==> src/verilog/aux_regs_pkg.sv <==
package aux_regs_pkg;

	// Register offsets on the device's register port.
	localparam logic [9:0] ADDR_RX_POWER = 10'h324;
	localparam logic [9:0] ADDR_AUX_POWER = 10'h325;
	localparam logic [9:0] ADDR_CONV_HIGH = 10'h327;
	localparam logic [9:0] ADDR_CONV_LOW = 10'h328;
	localparam logic [9:0] ADDR_BATT_TRIP = 10'h32d;
	localparam logic [9:0] ADDR_EXT_CLK_DIV = 10'h32e;
	localparam logic [9:0] ADDR_GAIN_CLK_DIV = 10'h32f;
	localparam logic [9:0] ADDR_RADIO_FLAGS = 10'h336;
	localparam logic [9:0] ADDR_SYSTEM_FLAGS = 10'h337;
	localparam logic [9:0] ADDR_CAL_ENABLES = 10'h338;
	localparam logic [9:0] ADDR_CAL_READY = 10'h339;

	// Reset values.
	localparam logic [7:0] RST_RX_POWER = 8'h00;
	localparam logic [7:0] RST_AUX_POWER = 8'h00;
	localparam logic [7:0] RST_BATT_TRIP = 8'h00;
	localparam logic [7:0] RST_EXT_CLK_DIV = 8'h04;
	localparam logic [7:0] RST_GAIN_CLK_DIV = 8'h28;
	localparam logic [7:0] RST_FLAGS = 8'h00;
	localparam logic [7:0] RST_CAL_ENABLES = 8'h00;

	// Writable field masks; bits outside read back as zero.
	localparam logic [7:0] MASK_RX_POWER = 8'h1f;
	localparam logic [7:0] MASK_AUX_POWER = 8'h03;
	localparam logic [7:0] MASK_BATT_TRIP = 8'h1f;
	localparam logic [7:0] MASK_EXT_CLK_DIV = 8'h0f;
	localparam logic [7:0] MASK_CAL_ENABLES = 8'h03;
	localparam logic [7:0] MASK_SYSTEM_FLAGS = 8'hd3;

	// Field positions.
	localparam int BIT_CONV_ON = 4;
	localparam int BIT_DET_ON = 3;
	localparam int BIT_FILT_ON = 2;
	localparam int BIT_MIX_ON = 1;
	localparam int BIT_AMP_ON = 0;
	localparam int BIT_TEMP_ON = 1;
	localparam int BIT_BATT_ON = 0;
	localparam int BIT_SYNTH_TUNE = 1;
	localparam int BIT_FILTER_TUNE = 0;
	localparam int BIT_RAMP_DONE = 2;
	localparam int BIT_BATT_ALARM = 7;
	localparam int BIT_CMD_READY = 6;
	localparam int BIT_WAKE_TIMER = 4;
	localparam int BIT_PORT_READY = 1;
	localparam int BIT_CMD_DONE = 0;
	localparam int BIT_WAKE_COUNT = 7;
	localparam int BIT_SW_STRENGTH = 6;
	localparam int BIT_CIPHER_DONE = 5;
	localparam int BIT_TX_END = 4;
	localparam int BIT_ADDR_MATCH = 3;
	localparam int BIT_CRC_GOOD = 2;
	localparam int BIT_SYNC_SEEN = 1;
	localparam int BIT_PREAMBLE_SEEN = 0;

	// The gain-control tick period is this factor times the divider value.
	localparam int GAIN_PRESCALE = 16;
	localparam int GAIN_CNT_W = 12;

endpackage

==> src/verilog/radio_aux_control_status_regs.sv <==
`timescale 1ns/1ps
module radio_aux_control_status_regs
	import aux_regs_pkg::*;
(
	input wire logic clock,
	input wire logic rst_n,
	input wire logic [9:0] reg_addr,
	input wire logic reg_wr,
	input wire logic reg_rd,
	input wire logic [7:0] reg_wdata,
	output logic [7:0] reg_rdata,
	output logic converter_power_on,
	output logic strength_detector_power_on,
	output logic if_filter_power_on,
	output logic mixer_power_on,
	output logic front_amp_power_on,
	output logic temperature_monitor_on,
	output logic battery_monitor_on,
	output logic [4:0] battery_trip_code,
	input wire logic [7:0] converter_result,
	input wire logic [4:0] supply_level_code,
	output logic external_clock_out,
	output logic gain_update_tick,
	input wire logic [15:0] wake_count,
	input wire logic [15:0] wake_count_limit,
	input wire logic smart_wake_active,
	input wire logic [7:0] smart_wake_strength,
	input wire logic [7:0] smart_wake_strength_limit,
	input wire logic cipher_loaded,
	input wire logic cipher_done,
	input wire logic packet_mode,
	input wire logic tx_end,
	input wire logic addr_match,
	input wire logic crc_good,
	input wire logic sync_seen,
	input wire logic preamble_seen,
	input wire logic cmd_ready,
	input wire logic cmd_finished,
	input wire logic wake_timer_expired,
	input wire logic port_ready,
	output logic synth_tune_enable,
	output logic filter_tune_enable,
	input wire logic synth_tune_done,
	input wire logic filter_tune_done,
	input wire logic amp_ramp_done
);

	logic [7:0] rx_power_q;
	logic [7:0] aux_power_q;
	logic [7:0] batt_trip_q;
	logic [7:0] ext_div_q;
	logic [7:0] gain_div_q;
	logic [7:0] cal_en_q;
	logic [7:0] radio_flags_q;
	logic [7:0] radio_flags_d;
	logic [7:0] system_flags_q;
	logic [7:0] system_flags_d;
	logic [7:0] cal_ready_q;
	logic [7:0] conv_q;
	logic [7:0] rdata_d;
	logic [4:0] supply_meta_q;
	logic [4:0] supply_q;
	logic below_q;
	logic wake_reached_q;
	logic strength_over_q;
	logic [3:0] ext_cnt_q;
	logic [3:0] ext_cnt_d;
	logic ext_out_q;
	logic ext_out_d;
	logic [GAIN_CNT_W-1:0] gain_cnt_q;
	logic [GAIN_CNT_W-1:0] gain_cnt_d;
	logic gain_tick_q;

	// Write decode.
	wire wr_rx = reg_wr && (reg_addr == ADDR_RX_POWER);
	wire wr_aux = reg_wr && (reg_addr == ADDR_AUX_POWER);
	wire wr_trip = reg_wr && (reg_addr == ADDR_BATT_TRIP);
	wire wr_ext = reg_wr && (reg_addr == ADDR_EXT_CLK_DIV);
	wire wr_gain = reg_wr && (reg_addr == ADDR_GAIN_CLK_DIV);
	wire wr_radio = reg_wr && (reg_addr == ADDR_RADIO_FLAGS);
	wire wr_system = reg_wr && (reg_addr == ADDR_SYSTEM_FLAGS);
	wire wr_cal = reg_wr && (reg_addr == ADDR_CAL_ENABLES);

	// Control registers; reserved bits are masked so they always read zero.
	always_ff @(posedge clock) begin
		if (!rst_n) begin
			rx_power_q <= RST_RX_POWER;
			aux_power_q <= RST_AUX_POWER;
			batt_trip_q <= RST_BATT_TRIP;
			ext_div_q <= RST_EXT_CLK_DIV;
			gain_div_q <= RST_GAIN_CLK_DIV;
			cal_en_q <= RST_CAL_ENABLES;
		end else begin
			if (wr_rx) rx_power_q <= reg_wdata & MASK_RX_POWER;
			if (wr_aux) aux_power_q <= reg_wdata & MASK_AUX_POWER;
			if (wr_trip) batt_trip_q <= reg_wdata & MASK_BATT_TRIP;
			if (wr_ext) ext_div_q <= reg_wdata & MASK_EXT_CLK_DIV;
			if (wr_gain) gain_div_q <= reg_wdata;
			if (wr_cal) cal_en_q <= reg_wdata & MASK_CAL_ENABLES;
		end
	end

	// Enable bits drive the analogue blocks directly.
	assign converter_power_on = rx_power_q[BIT_CONV_ON];
	assign strength_detector_power_on = rx_power_q[BIT_DET_ON];
	assign if_filter_power_on = rx_power_q[BIT_FILT_ON];
	assign mixer_power_on = rx_power_q[BIT_MIX_ON];
	assign front_amp_power_on = rx_power_q[BIT_AMP_ON];
	assign temperature_monitor_on = aux_power_q[BIT_TEMP_ON];
	assign battery_monitor_on = aux_power_q[BIT_BATT_ON];
	assign battery_trip_code = batt_trip_q[4:0];
	assign synth_tune_enable = cal_en_q[BIT_SYNTH_TUNE];
	assign filter_tune_enable = cal_en_q[BIT_FILTER_TUNE];

	// The supply code comes from the analogue monitor in the same 62 mV steps
	// above 1.7 V as the trip code, so comparing codes compares voltages.
	// It is asynchronous, so it passes two flops first.
	always_ff @(posedge clock) begin
		if (!rst_n) begin
			supply_meta_q <= 5'h00;
			supply_q <= 5'h00;
		end else begin
			supply_meta_q <= supply_level_code;
			supply_q <= supply_meta_q;
		end
	end

	// Level conditions; flags are raised on their rising edge only, so a
	// lasting condition does not re-set a flag the host has just cleared.
	wire below_now = battery_monitor_on && (supply_q < batt_trip_q[4:0]);
	wire wake_reached_now = (wake_count >= wake_count_limit);
	wire strength_over_now = smart_wake_active
		&& (smart_wake_strength > smart_wake_strength_limit);

	always_ff @(posedge clock) begin
		if (!rst_n) begin
			below_q <= 1'b0;
			wake_reached_q <= 1'b0;
			strength_over_q <= 1'b0;
		end else begin
			below_q <= below_now;
			wake_reached_q <= wake_reached_now;
			strength_over_q <= strength_over_now;
		end
	end

	// Event sets for each flag bit.
	wire [7:0] radio_set;
	wire [7:0] system_set;
	assign radio_set[BIT_WAKE_COUNT] = wake_reached_now && !wake_reached_q;
	assign radio_set[BIT_SW_STRENGTH] = strength_over_now && !strength_over_q;
	assign radio_set[BIT_CIPHER_DONE] = cipher_done && cipher_loaded;
	assign radio_set[BIT_TX_END] = tx_end && packet_mode;
	assign radio_set[BIT_ADDR_MATCH] = addr_match && packet_mode;
	assign radio_set[BIT_CRC_GOOD] = crc_good && packet_mode;
	assign radio_set[BIT_SYNC_SEEN] = sync_seen;
	assign radio_set[BIT_PREAMBLE_SEEN] = preamble_seen;
	assign system_set[BIT_BATT_ALARM] = below_now && !below_q;
	assign system_set[BIT_CMD_READY] = cmd_ready;
	assign system_set[5] = 1'b0;
	assign system_set[BIT_WAKE_TIMER] = wake_timer_expired;
	assign system_set[3] = 1'b0;
	assign system_set[2] = 1'b0;
	assign system_set[BIT_PORT_READY] = port_ready;
	assign system_set[BIT_CMD_DONE] = cmd_finished;

	// Writing a one clears a flag; a set arriving in the same cycle wins so
	// that no event is lost.
	genvar gi;
	generate
		for (gi = 0; gi < 8; gi++) begin : g_flag
			assign radio_flags_d[gi] = radio_set[gi]
				|| (radio_flags_q[gi] && !(wr_radio && reg_wdata[gi]));
			assign system_flags_d[gi] = MASK_SYSTEM_FLAGS[gi] && (system_set[gi]
				|| (system_flags_q[gi] && !(wr_system && reg_wdata[gi])));
		end
	endgenerate

	always_ff @(posedge clock) begin
		if (!rst_n) begin
			radio_flags_q <= RST_FLAGS;
			system_flags_q <= RST_FLAGS;
		end else begin
			radio_flags_q <= radio_flags_d;
			system_flags_q <= system_flags_d;
		end
	end

	// Calibration status and converter sample; status comes from same-clock
	// calibration logic, so no synchroniser.
	wire [7:0] cal_ready_d = {5'h00, amp_ramp_done, synth_tune_done,
		filter_tune_done && filter_tune_enable};

	always_ff @(posedge clock) begin
		if (!rst_n) begin
			cal_ready_q <= 8'h00;
			conv_q <= 8'h00;
		end else begin
			cal_ready_q <= cal_ready_d;
			conv_q <= converter_result;
		end
	end

	// External clock divider: high for the first half of each period. A
	// ratio of one cannot be made from this clock, so it toggles instead,
	// giving half the clock rate.
	wire [3:0] ext_ratio = ext_div_q[3:0];
	wire ext_wrap = (ext_cnt_q >= ext_ratio - 4'h1);
	assign ext_cnt_d = (ext_ratio == 4'h0 || ext_wrap) ? 4'h0 : ext_cnt_q + 4'h1;
	assign ext_out_d = (ext_ratio == 4'h0) ? 1'b0 :
		(ext_ratio == 4'h1) ? !ext_out_q : (ext_cnt_d < {1'b0, ext_ratio[3:1]});

	always_ff @(posedge clock) begin
		if (!rst_n) begin
			ext_cnt_q <= 4'h0;
			ext_out_q <= 1'b0;
		end else begin
			ext_cnt_q <= ext_cnt_d;
			ext_out_q <= ext_out_d;
		end
	end

	assign external_clock_out = ext_out_q;

	// Gain-control tick: one pulse per prescale times divider clocks. A
	// divider of zero stops the tick rather than dividing by zero.
	wire [GAIN_CNT_W-1:0] gain_period = GAIN_CNT_W'(GAIN_PRESCALE * gain_div_q);
	wire gain_wrap = (gain_cnt_q >= gain_period - GAIN_CNT_W'(1));
	assign gain_cnt_d = (gain_div_q == 8'h00 || gain_wrap) ?
		'0 : gain_cnt_q + GAIN_CNT_W'(1);

	always_ff @(posedge clock) begin
		if (!rst_n) begin
			gain_cnt_q <= '0;
			gain_tick_q <= 1'b0;
		end else begin
			gain_cnt_q <= gain_cnt_d;
			gain_tick_q <= (gain_div_q != 8'h00) && gain_wrap;
		end
	end

	assign gain_update_tick = gain_tick_q;

	// Read multiplexer; unmapped offsets read zero.
	always_comb begin
		rdata_d = 8'h00;
		unique case (reg_addr)
			ADDR_RX_POWER: rdata_d = rx_power_q;
			ADDR_AUX_POWER: rdata_d = aux_power_q;
			ADDR_CONV_HIGH: rdata_d = {2'b00, conv_q[7:2]};
			ADDR_CONV_LOW: rdata_d = {conv_q[1:0], 6'h00};
			ADDR_BATT_TRIP: rdata_d = batt_trip_q;
			ADDR_EXT_CLK_DIV: rdata_d = ext_div_q;
			ADDR_GAIN_CLK_DIV: rdata_d = gain_div_q;
			ADDR_RADIO_FLAGS: rdata_d = radio_flags_q;
			ADDR_SYSTEM_FLAGS: rdata_d = system_flags_q;
			ADDR_CAL_ENABLES: rdata_d = cal_en_q;
			ADDR_CAL_READY: rdata_d = cal_ready_q;
			default: rdata_d = 8'h00;
		endcase
	end

	// Read data is captured on the rising edge that samples the read strobe, so it is valid the next cycle, and held.
	always_ff @(posedge clock) begin
		if (!rst_n) begin
			reg_rdata <= 8'h00;
		end else if (reg_rd) begin
			reg_rdata <= rdata_d;
		end
	end

	// Checks.
	AST_RX_POWER_MAP: assert property (@(posedge clock) disable iff (!rst_n)
		wr_rx |=> converter_power_on == $past(reg_wdata[4])
			&& front_amp_power_on == $past(reg_wdata[0]))
		else $error("receive power bits not taken from the write");
	AST_AUX_POWER_MAP: assert property (@(posedge clock) disable iff (!rst_n)
		wr_aux |=> temperature_monitor_on == $past(reg_wdata[1])
			&& battery_monitor_on == $past(reg_wdata[0]))
		else $error("aux power bits not taken from the write");
	AST_CONV_SPLIT: assert property (@(posedge clock) disable iff (!rst_n)
		reg_rd && reg_addr == ADDR_CONV_LOW |=> reg_rdata[5:0] == 6'h00
			&& reg_rdata[7:6] == $past(conv_q[1:0]))
		else $error("converter low readback wrong");
	AST_CONV_HIGH: assert property (@(posedge clock) disable iff (!rst_n)
		reg_rd && reg_addr == ADDR_CONV_HIGH |=> reg_rdata == {2'b00, $past(conv_q[7:2])})
		else $error("converter high readback wrong");
	AST_TRIP_MAP: assert property (@(posedge clock) disable iff (!rst_n)
		wr_trip |=> battery_trip_code == $past(reg_wdata[4:0]))
		else $error("trip code not taken from the write");
	AST_BATT_ALARM: assert property (@(posedge clock) disable iff (!rst_n)
		below_now && !below_q |=> system_flags_q[BIT_BATT_ALARM])
		else $error("battery alarm flag not set");
	AST_EXT_OFF: assert property (@(posedge clock) disable iff (!rst_n)
		ext_ratio == 4'h0 ##1 ext_ratio == 4'h0 |-> !external_clock_out)
		else $error("external clock runs while disabled");
	AST_EXT_TOGGLE: assert property (@(posedge clock) disable iff (!rst_n)
		ext_ratio == 4'h1 ##1 ext_ratio == 4'h1 |-> external_clock_out != $past(external_clock_out))
		else $error("external clock does not toggle at ratio one");
	AST_GAIN_SPACING: assert property (@(posedge clock) disable iff (!rst_n)
		gain_update_tick && gain_div_q == 8'h01 && !wr_gain
			|=> !gain_update_tick [*8])
		else $error("gain tick too frequent");
	AST_GAIN_OFF: assert property (@(posedge clock) disable iff (!rst_n)
		gain_div_q == 8'h00 |=> !gain_update_tick)
		else $error("gain tick while divider is zero");
	AST_WAKE_COUNT: assert property (@(posedge clock) disable iff (!rst_n)
		wake_count >= wake_count_limit && !wake_reached_q |=> radio_flags_q[BIT_WAKE_COUNT])
		else $error("wake count flag not set");
	AST_STRENGTH: assert property (@(posedge clock) disable iff (!rst_n)
		smart_wake_active && smart_wake_strength > smart_wake_strength_limit
			&& !strength_over_q |=> radio_flags_q[BIT_SW_STRENGTH])
		else $error("smart wake strength flag not set");
	AST_CIPHER_GATE: assert property (@(posedge clock) disable iff (!rst_n)
		!radio_flags_q[BIT_CIPHER_DONE] && !cipher_loaded |=> !radio_flags_q[BIT_CIPHER_DONE])
		else $error("cipher done flagged without cipher firmware");
	AST_PACKET_GATE: assert property (@(posedge clock) disable iff (!rst_n)
		!radio_flags_q[BIT_TX_END] && !packet_mode |=> !radio_flags_q[BIT_TX_END])
		else $error("transmit end flagged outside packet mode");
	AST_ADDR_GATE: assert property (@(posedge clock) disable iff (!rst_n)
		!radio_flags_q[BIT_ADDR_MATCH] && !packet_mode |=> !radio_flags_q[BIT_ADDR_MATCH])
		else $error("address match flagged outside packet mode");
	AST_CRC_GATE: assert property (@(posedge clock) disable iff (!rst_n)
		!radio_flags_q[BIT_CRC_GOOD] && !packet_mode |=> !radio_flags_q[BIT_CRC_GOOD])
		else $error("good crc flagged outside packet mode");
	AST_SYNC_SET: assert property (@(posedge clock) disable iff (!rst_n)
		sync_seen |=> radio_flags_q[BIT_SYNC_SEEN])
		else $error("sync flag not set");
	AST_SET_WINS: assert property (@(posedge clock) disable iff (!rst_n)
		preamble_seen && wr_radio && reg_wdata[0] |=> radio_flags_q[BIT_PREAMBLE_SEEN])
		else $error("preamble event lost against a clear");
	AST_CMD_READY: assert property (@(posedge clock) disable iff (!rst_n)
		cmd_ready |=> system_flags_q[BIT_CMD_READY])
		else $error("command ready flag not set");
	AST_CMD_DONE: assert property (@(posedge clock) disable iff (!rst_n)
		cmd_finished |=> system_flags_q[BIT_CMD_DONE])
		else $error("command finished flag not set");
	AST_WAKE_TIMER: assert property (@(posedge clock) disable iff (!rst_n)
		wake_timer_expired |=> system_flags_q[BIT_WAKE_TIMER])
		else $error("wake timer flag not set");
	AST_UNUSED_ZERO: assert property (@(posedge clock) disable iff (!rst_n)
		(system_flags_q & ~MASK_SYSTEM_FLAGS) == 8'h00)
		else $error("unused system flag bit set");
	AST_PORT_READY: assert property (@(posedge clock) disable iff (!rst_n)
		port_ready |=> system_flags_q[BIT_PORT_READY])
		else $error("port ready flag not set");
	AST_CAL_MAP: assert property (@(posedge clock) disable iff (!rst_n)
		wr_cal |=> synth_tune_enable == $past(reg_wdata[1])
			&& filter_tune_enable == $past(reg_wdata[0]))
		else $error("calibration enables not taken from the write");
	AST_CAL_STATUS: assert property (@(posedge clock) disable iff (!rst_n)
		$past(rst_n) |-> cal_ready_q[BIT_SYNTH_TUNE] == $past(synth_tune_done)
			&& cal_ready_q[BIT_RAMP_DONE] == $past(amp_ramp_done)
			&& cal_ready_q[7:3] == 5'h00)
		else $error("calibration status does not follow its sources");
	AST_FILTER_VALID: assert property (@(posedge clock) disable iff (!rst_n)
		!filter_tune_enable ##1 !filter_tune_enable |-> !cal_ready_q[BIT_FILTER_TUNE])
		else $error("filter tuning ready shown while disabled");
	AST_FLAG_STICKY: assert property (@(posedge clock) disable iff (!rst_n)
		system_flags_q[BIT_CMD_DONE] && !wr_system |=> system_flags_q[BIT_CMD_DONE])
		else $error("flag dropped without a host clear");
	AST_FLAG_CLEAR: assert property (@(posedge clock) disable iff (!rst_n)
		wr_radio && reg_wdata[BIT_SYNC_SEEN] && !sync_seen |=> !radio_flags_q[BIT_SYNC_SEEN])
		else $error("sync flag not cleared by a host write of one");

endmodule
==> config.mk <==
export PLATFORM = sky130hd
export DESIGN_NAME = radio_aux_control_status_regs
export DESIGN_NICKNAME = d
export VERILOG_FILES = /design/src/verilog/aux_regs_pkg.sv /design/src/verilog/radio_aux_control_status_regs.sv
export SDC_FILE = /design/constraint.sdc
export NUM_CORES = 1
export LEC_CHECK = 0
export BUFFER_PORTS_ARGS = -buffer_cell sky130_fd_sc_hd__buf_2
export CAP_MARGIN = 10
export CORE_ASPECT_RATIO = 1.25
export CORE_MARGIN = 3
export CORE_UTILIZATION = 40
export DETAILED_ROUTE_END_ITERATION = 12
export GPL_ROUTABILITY_DRIVEN = 0
export GPL_TIMING_DRIVEN = 0
export PLACE_DENSITY = 0.71
export SKIP_LAST_GASP = 1
export SLEW_MARGIN = 20
export SYNTH_ARGS = -nofsm -noshare
export SYNTH_HDL_FRONTEND = slang
export SYNTH_SLANG_ARGS = --single-unit
==> constraint.sdc <==
create_clock -name clock -period 7.3 [get_ports clock]
set_clock_uncertainty 0.15 [all_clocks]
set_input_delay 1.46 -clock clock [delete_from_list [all_inputs] [get_ports clock]]
set_output_delay 1.46 -clock clock [all_outputs]
set_load 0.05 [all_outputs]
# --- After elaboration in Yosys (flattened, before gate mapping) ---
# Index checks and enable logic that the tools add are counted.
totals:
  regBits: 97
  inputBits: 99
  out_inout_bits: 24
  elab_cells: 130
classes:
  add_sub_neg: 4
  order_cmp: 6
  eq_ne: 12
  n_mux: 3
  n_bitwise: 1
  n_reduce_logical: 82
ops:
  columns: ["cell", "count"]
  rows:
  - ["$eq A10 B10 Y1 const B", 11]
  - ["$pmux W8 S11", 1]
  - ["$logic_and A1 B1 Y1", 45]
  - ["$logic_not A1 Y1", 17]
  - ["$ge A16 B16 Y1", 1]
  - ["$logic_or A1 B1 Y1", 15]
  - ["$add A12 B1 Y12 const B", 1]
  - ["$ge A12 B12 Y1", 1]
  - ["$sub A12 B1 Y12 const B", 1]
  - ["$gt A8 B8 Y1", 1]
  - ["$logic_not A8 Y1", 1]
  - ["$reduce_bool A8 Y1", 1]
  - ["$lt A5 B5 Y1", 1]
  - ["$add A4 B1 Y4 const B", 1]
  - ["$eq A4 B1 Y1 const B", 1]
  - ["$ge A4 B4 Y1", 1]
  - ["$logic_not A4 Y1", 1]
  - ["$lt A4 B3 Y1", 1]
  - ["$mux W4", 1]
  - ["$reduce_or A2 Y1", 2]
  - ["$sub A4 B1 Y4 const B", 1]
  - ["$mux W1", 1]
  - ["$not A1 Y1", 1]

# --- Logic depth before layout (Yosys ltp) ---
logic_depth:
  ltp_word: 6
  ltp_mapped: 11
  depth_no_buf: 11

# --- Least setup slack after synthesis ---
# OpenSTA, ideal clock, no wires.
synth_timing:
  kind: "input -> register"
  start: "input port wake_count_limit[9]"
  end: "register radio_flags_q[7]"
  setup_time_ns: 0.121
  t_arrival_ns: 2.630
  required_ns: 7.029
  slack_ns: 4.399
  cell_stages: 7
  path_buffers: 0
  path_cell_list: "inv_1 -> ha_1 -> a21oi_1 -> o21ai_0 -> a2111o_1 -> a41oi_1 -> o31ai_1"
synth_between:
  elab_chain_len: 3
synth_lines:
  columns: ["element", "line_no", "text"]
  rows:
  - ["start, declared", "radio_aux_control_status_regs.sv:25", "input wire logic [15:0] wake_count_limit,"]
  - ["$ge A16 B16 Y1", "radio_aux_control_status_regs.sv:131", "wire wake_reached_now = (wake_count >= wake_count_limit);"]
  - ["$logic_and A1 B1 Y1", "radio_aux_control_status_regs.sv:150", "assign radio_set[BIT_WAKE_COUNT] = wake_reached_now && !wake_reached_q;"]
  - ["$logic_or A1 B1 Y1", "radio_aux_control_status_regs.sv:173", "|| (radio_flags_q[gi] && !(wr_radio && reg_wdata[gi]));"]
  - ["end signal, assigned", "radio_aux_control_status_regs.sv:184", "radio_flags_q <= radio_flags_d;"]
  - ["end, declared", "radio_aux_control_status_regs.sv:54", "logic [7:0] radio_flags_q;"]
# No other way between the ends.
# A chain may end at the register's enable or synchronous reset.

# --- Worst setup path in the final report ---
layout_timing:
  start: "input port rst_n"
  end: "register reg_rdata[2]"
layout_rtl:
  columns: ["element", "line_no", "text"]
  rows:
  - ["start, declared", "radio_aux_control_status_regs.sv:6", "input wire logic rst_n,"]
  - ["end signal, assigned", "radio_aux_control_status_regs.sv:268", "reg_rdata <= rdata_d;"]
  - ["end, declared", "radio_aux_control_status_regs.sv:11", "output logic [7:0] reg_rdata,"]
# No word-level cell between the ends.

==> flow_summary.rst <==
.. list-table::
   :header-rows: 1

   * - Metric
     - Value
   * - Status
     - complete, no violations
   * - Number of sinks driven by the clock tree
     - between 80 and 90
   * - Netlist cell types
     - 66
   * - Maximum vdd drop
     - between 0.0001 and 0.00015 V
   * - TNS Setup
     - 0 ns
   * - Routed via count
     - 4509
   * - Count of endpoints failing hold in the final timing report
     - 0
   * - DRC marker count from the first detailed-route iteration
     - 220
   * - Part of the total power dissipated in sequential elements
     - 0.438
   * - Number of instances in the placed design
     - 836
   * - GRT Resource Usage Total
     - 0.193
   * - Commonest cells after routing, fill and taps aside
     - 121 x sky130_fd_sc_hd__buf_2, 89 x sky130_fd_sc_hd__dfxtp_1, 67 x sky130_fd_sc_hd__nor2_1
   * - Post-Synthesis Net Count
     - 705
   * - Period utilization
     - 0.400
   * - Insertion delay to the later sink of the worst-skew pair
     - ~0.34 ns
   * - Final setup vio count
     - 0
   * - Final wirelength
     - 13.3 mm
   * - Global Route met2 Usage
     - 0.356
   * - Area of the core
     - about 12000 sq um
   * - Area of the die
     - approximately 14000 sq um
   * - Comb pwr share
     - 0.153
   * - Proportion of synthesized flip-flops having asynchronous set or reset
     - 0
   * - Hold bufs inserted after CTS
     - 0
   * - Hold Path Cell Cnt
     - 1
   * - Count of synthesis-stage warnings from yosys
     - 0
   * - Worst-path clk slew
     - roughly 0.06 ns
   * - Port bufs
     - approximately 120
   * - Clk network pwr share
     - 0.410
   * - Synth Area in XOR/XNOR
     - 0.0354
   * - Critical path data arrival time
     - 3.02 ns
   * - Category of the most critical setup path
     - input pin to flop
   * - Adder and majority cell fraction of the synthesized area
     - 0.121
   * - Detailed-route DRC error count
     - 0
   * - Detailed-routing iteration count for the pre-antenna-repair pass
     - 5
   * - Dominant combinational cell family by area after synthesis
     - simple AND/OR/NAND/NOR gates
   * - CTS tree
     - built
   * - Power Total
     - ~1200 uW
   * - Layer with the highest usage after global routing
     - met2
   * - LEAKAGE
     - 0.00286 uW
   * - Post_cts resized
     - 0
   * - Netlist area before placement
     - slightly below 5000 sq um
   * - Fraction of final layout cells with drive strength greater than 1
     - 0.226
   * - Power Dens Cells
     - about 200 nW/um^2
   * - Max clock buf depth
     - 2
   * - Congestion Overflow GR
     - 0
   * - Core Util, Final
     - 0.511
   * - Critical path capture point type
     - flop
   * - Power dissipated by switching net loads
     - a little over 300 uW
   * - Synthesized-area fraction occupied by and/or/nand/nor cells
     - 0.208
   * - Initial core utilization
     - 0.418
   * - Initial antenna violation count
     - 0
   * - Length in cells of the worst reg-to-reg path
     - 10
   * - Inserted Clock Buffers
     - 9
   * - Number of buffers added for setup after CTS
     - 0
   * - Critical path data required time
     - about 7.4 ns
   * - First-pass GRT wire length
     - ~21 mm
   * - Die height
     - about 130 microns
   * - # IOs
     - around 120
   * - Largest fanout of any net on the critical path
     - 10
   * - Largest net degree at the start of global routing
     - 15
   * - Filler-free cell count of the finished design
     - approximately 850
   * - Via count of the first global-routing pass
     - 4578
   * - Count of standard-cell rows
     - 44
   * - Number of max-cap violations
     - 0
   * - Internal power contribution
     - around 890 uW
   * - Total area of sequential cells
     - 1780 sq um
   * - Slew margin rel.
     - 0.565
   * - Met1 Resource Use GR
     - 0.215
   * - ANT nets after route
     - 0
   * - Number of filler instances in the final layout
     - approximately 1100
   * - CTS HTree Levels
     - 3
   * - Area added between synthesis and finish
     - 22.2%
   * - Total count of max-transition violations in the final report
     - 0
   * - Avg WL per Cell
     - roughly 16 microns
   * - Width of the die
     - 105 microns
   * - Setup repair after global routing missed its margin
     - no
   * - Multiplexer share of the synthesized area
     - 0.0804
   * - Nets@finish
     - 833
   * - Worst Max-Slew Pin Slew
     - roughly 0.65 ns
   * - Area used by multi-input combinational logic
     - 2890 sq um
   * - Peak clock frequency supported by timing
     - 342 MHz
   * - Most common library cell in the layout ignoring fill and taps
     - sky130_fd_sc_hd__buf_2
   * - Number of diodes
     - 0
   * - Post-layout minimum cycle time
     - around 3 ns
   * - Number of vias per cell
     - 5.30
   * - Hold WC Path Type
     - flop to flop
   * - Met3 usage in global routing
     - 0.0349
   * - Startpoint class of the critical path
     - input pin
   * - Sequential share of the synthesized area
     - 0.360
   * - Placed wire-length estimate after detailed placement
     - 10.7 mm
   * - Number of synthesized register bits
     - about 90
   * - Synth Area in Compound Gates
     - 0.138
   * - Instance count of the mapped netlist
     - 558
   * - Switching power share of the total
     - 0.254
   * - Count of flip-flops with a built-in enable after synthesis
     - 0
   * - Root Buffer
     - sky130_fd_sc_hd__clkbuf_16
   * - Average cell area after synthesis
     - between 8 and 9 sq um
   * - Dominant synthesized flop cell
     - sky130_fd_sc_hd__dfxtp_1
==> power by group through the flow <==
stage          combinational [uW]  sequential (uW)  clock (uW)
3_5_place_dp                  182              531           0
3_3_place_gp                  171              531           0
4_1_cts                       183              521         492
2_1_floorplan                 109              536           0
5_1_grt                       207              523         511
6_report                      182              521         488
==> layer usage <==
metal,part of all wire,up-vias
met1,0.39,2102
met2,0.51,166
met5,0,-
li1,-,2216
met4,0.024,0
met3,0.074,25
==> synthesized netlist by cell type (2+ instances only) <==
cell type,instances,area [sq um]
sky130_fd_sc_hd__o2111ai_1,2,17.5
sky130_fd_sc_hd__a32o_1,2,20.0
sky130_fd_sc_hd__a211oi_1,10,75.1
sky130_fd_sc_hd__xnor2_1,12,105
sky130_fd_sc_hd__a221oi_1,5,43.8
sky130_fd_sc_hd__nand3_1,20,100
sky130_fd_sc_hd__and2_1,24,150
sky130_fd_sc_hd__mux2_2,6,67.6
sky130_fd_sc_hd__nand2_1,36,135
sky130_fd_sc_hd__and3_1,10,62.6
sky130_fd_sc_hd__a21o_1,2,15.0
sky130_fd_sc_hd__o21bai_1,2,15.0
sky130_fd_sc_hd__mux2i_1,33,330
sky130_fd_sc_hd__xor2_1,8,70.1
sky130_fd_sc_hd__nor2_1,67,251
sky130_fd_sc_hd__nor3b_1,2,15.0
sky130_fd_sc_hd__nand2b_1,5,31.3
sky130_fd_sc_hd__nand4b_1,2,17.5
sky130_fd_sc_hd__o31ai_1,3,22.5
sky130_fd_sc_hd__a22oi_1,13,97.6
sky130_fd_sc_hd__nand3_2,3,30.0
sky130_fd_sc_hd__o21ai_0,13,65.1
sky130_fd_sc_hd__nor3_1,6,30.0
sky130_fd_sc_hd__o22ai_1,2,12.5
sky130_fd_sc_hd__clkbuf_1,16,60.1
sky130_fd_sc_hd__nor2b_1,4,25.0
sky130_fd_sc_hd__buf_4,2,15.0
sky130_fd_sc_hd__inv_1,45,169
sky130_fd_sc_hd__o211ai_1,2,15.0
sky130_fd_sc_hd__dfxtp_1,89,1780
sky130_fd_sc_hd__ha_1,48,601
sky130_fd_sc_hd__and4_1,3,26.3
sky130_fd_sc_hd__a221oi_2,2,30.0
sky130_fd_sc_hd__nor4_1,2,12.5
sky130_fd_sc_hd__a21oi_1,20,100
sky130_fd_sc_hd__buf_2,4,20.0
sky130_fd_sc_hd__nand4_1,4,25.0
==> logic make-up (layout without fill, tap and decap cells) <==
kind of cell             Yosys count  count (layout)
flip-flops                        89              89
multiplexers                      39              39
XOR/XNOR                          20              20
AO/OA/AOI/OAI                     95              95
buffers and inverters             69             201
AND/OR/NAND/NOR                  198             198
adder cells (fa/ha/maj)           48              48
==> critical path, stage by stage <==
cell	delay (ns)
sky130_fd_sc_hd__clkbuf_1	0.48
sky130_fd_sc_hd__clkinv_1	0.46
sky130_fd_sc_hd__clkbuf_1	0.35
sky130_fd_sc_hd__a221oi_1	0.26
==> flip-flops by register name, indices dropped and copies added, names as in the netlist, 2 cells and up <==
register	cells
aux_power_q	2
gain_div_q	8
rx_power_q	5
cal_ready_q	3
batt_trip_q	5
gain_cnt_q	12
radio_flags_q	8
conv_q	8
supply_meta_q	5
cal_en_q	2
system_flags_q	5
reg_rdata	8
ext_cnt_q	4
ext_div_q	4
supply_q	5
==> stage by stage <==
| step | hold slack [ns] | setup WS (ns) | area, sq um |
|---|---|---|---|
| floorplan | 0.250 | 4.40 | 4950 |
| global placement | 0.256 | 4.06 | 5740 |
| detailed placement | 0.268 | 4.03 | 5740 |
| CTS | 0.282 | 4.37 | 6050 |
| global route | 0.296 | 4.25 | 6050 |
| finish | 0.276 | 4.38 | 6050 |
==> path summary, 6_finish.rpt <==
check | start | endpoint | slack, ns
worst min register to register | wake_reached_q | radio_flags_q[7] | 0.28
worst max-delay path | rst_n | reg_rdata[2] | 4.38
worst max register to register | ext_div_q[0] | external_clock_out | 4.57
worst min-delay path | wake_reached_q | radio_flags_q[7] | 0.28
==> cell type report <==
cell class / instances / area share
buffer: 23 / 0.0176
clock buffer: 10 / 0.0379
clock inverter: 5 / 0.0134
inverter: 46 / 0.0286
multi-input combinational: 400 / 0.478
sequential: 89 / 0.295
tap: 161 / 0.0333
timing repair buffer: 117 / 0.0968
Power figures use the tool's default switching activity.
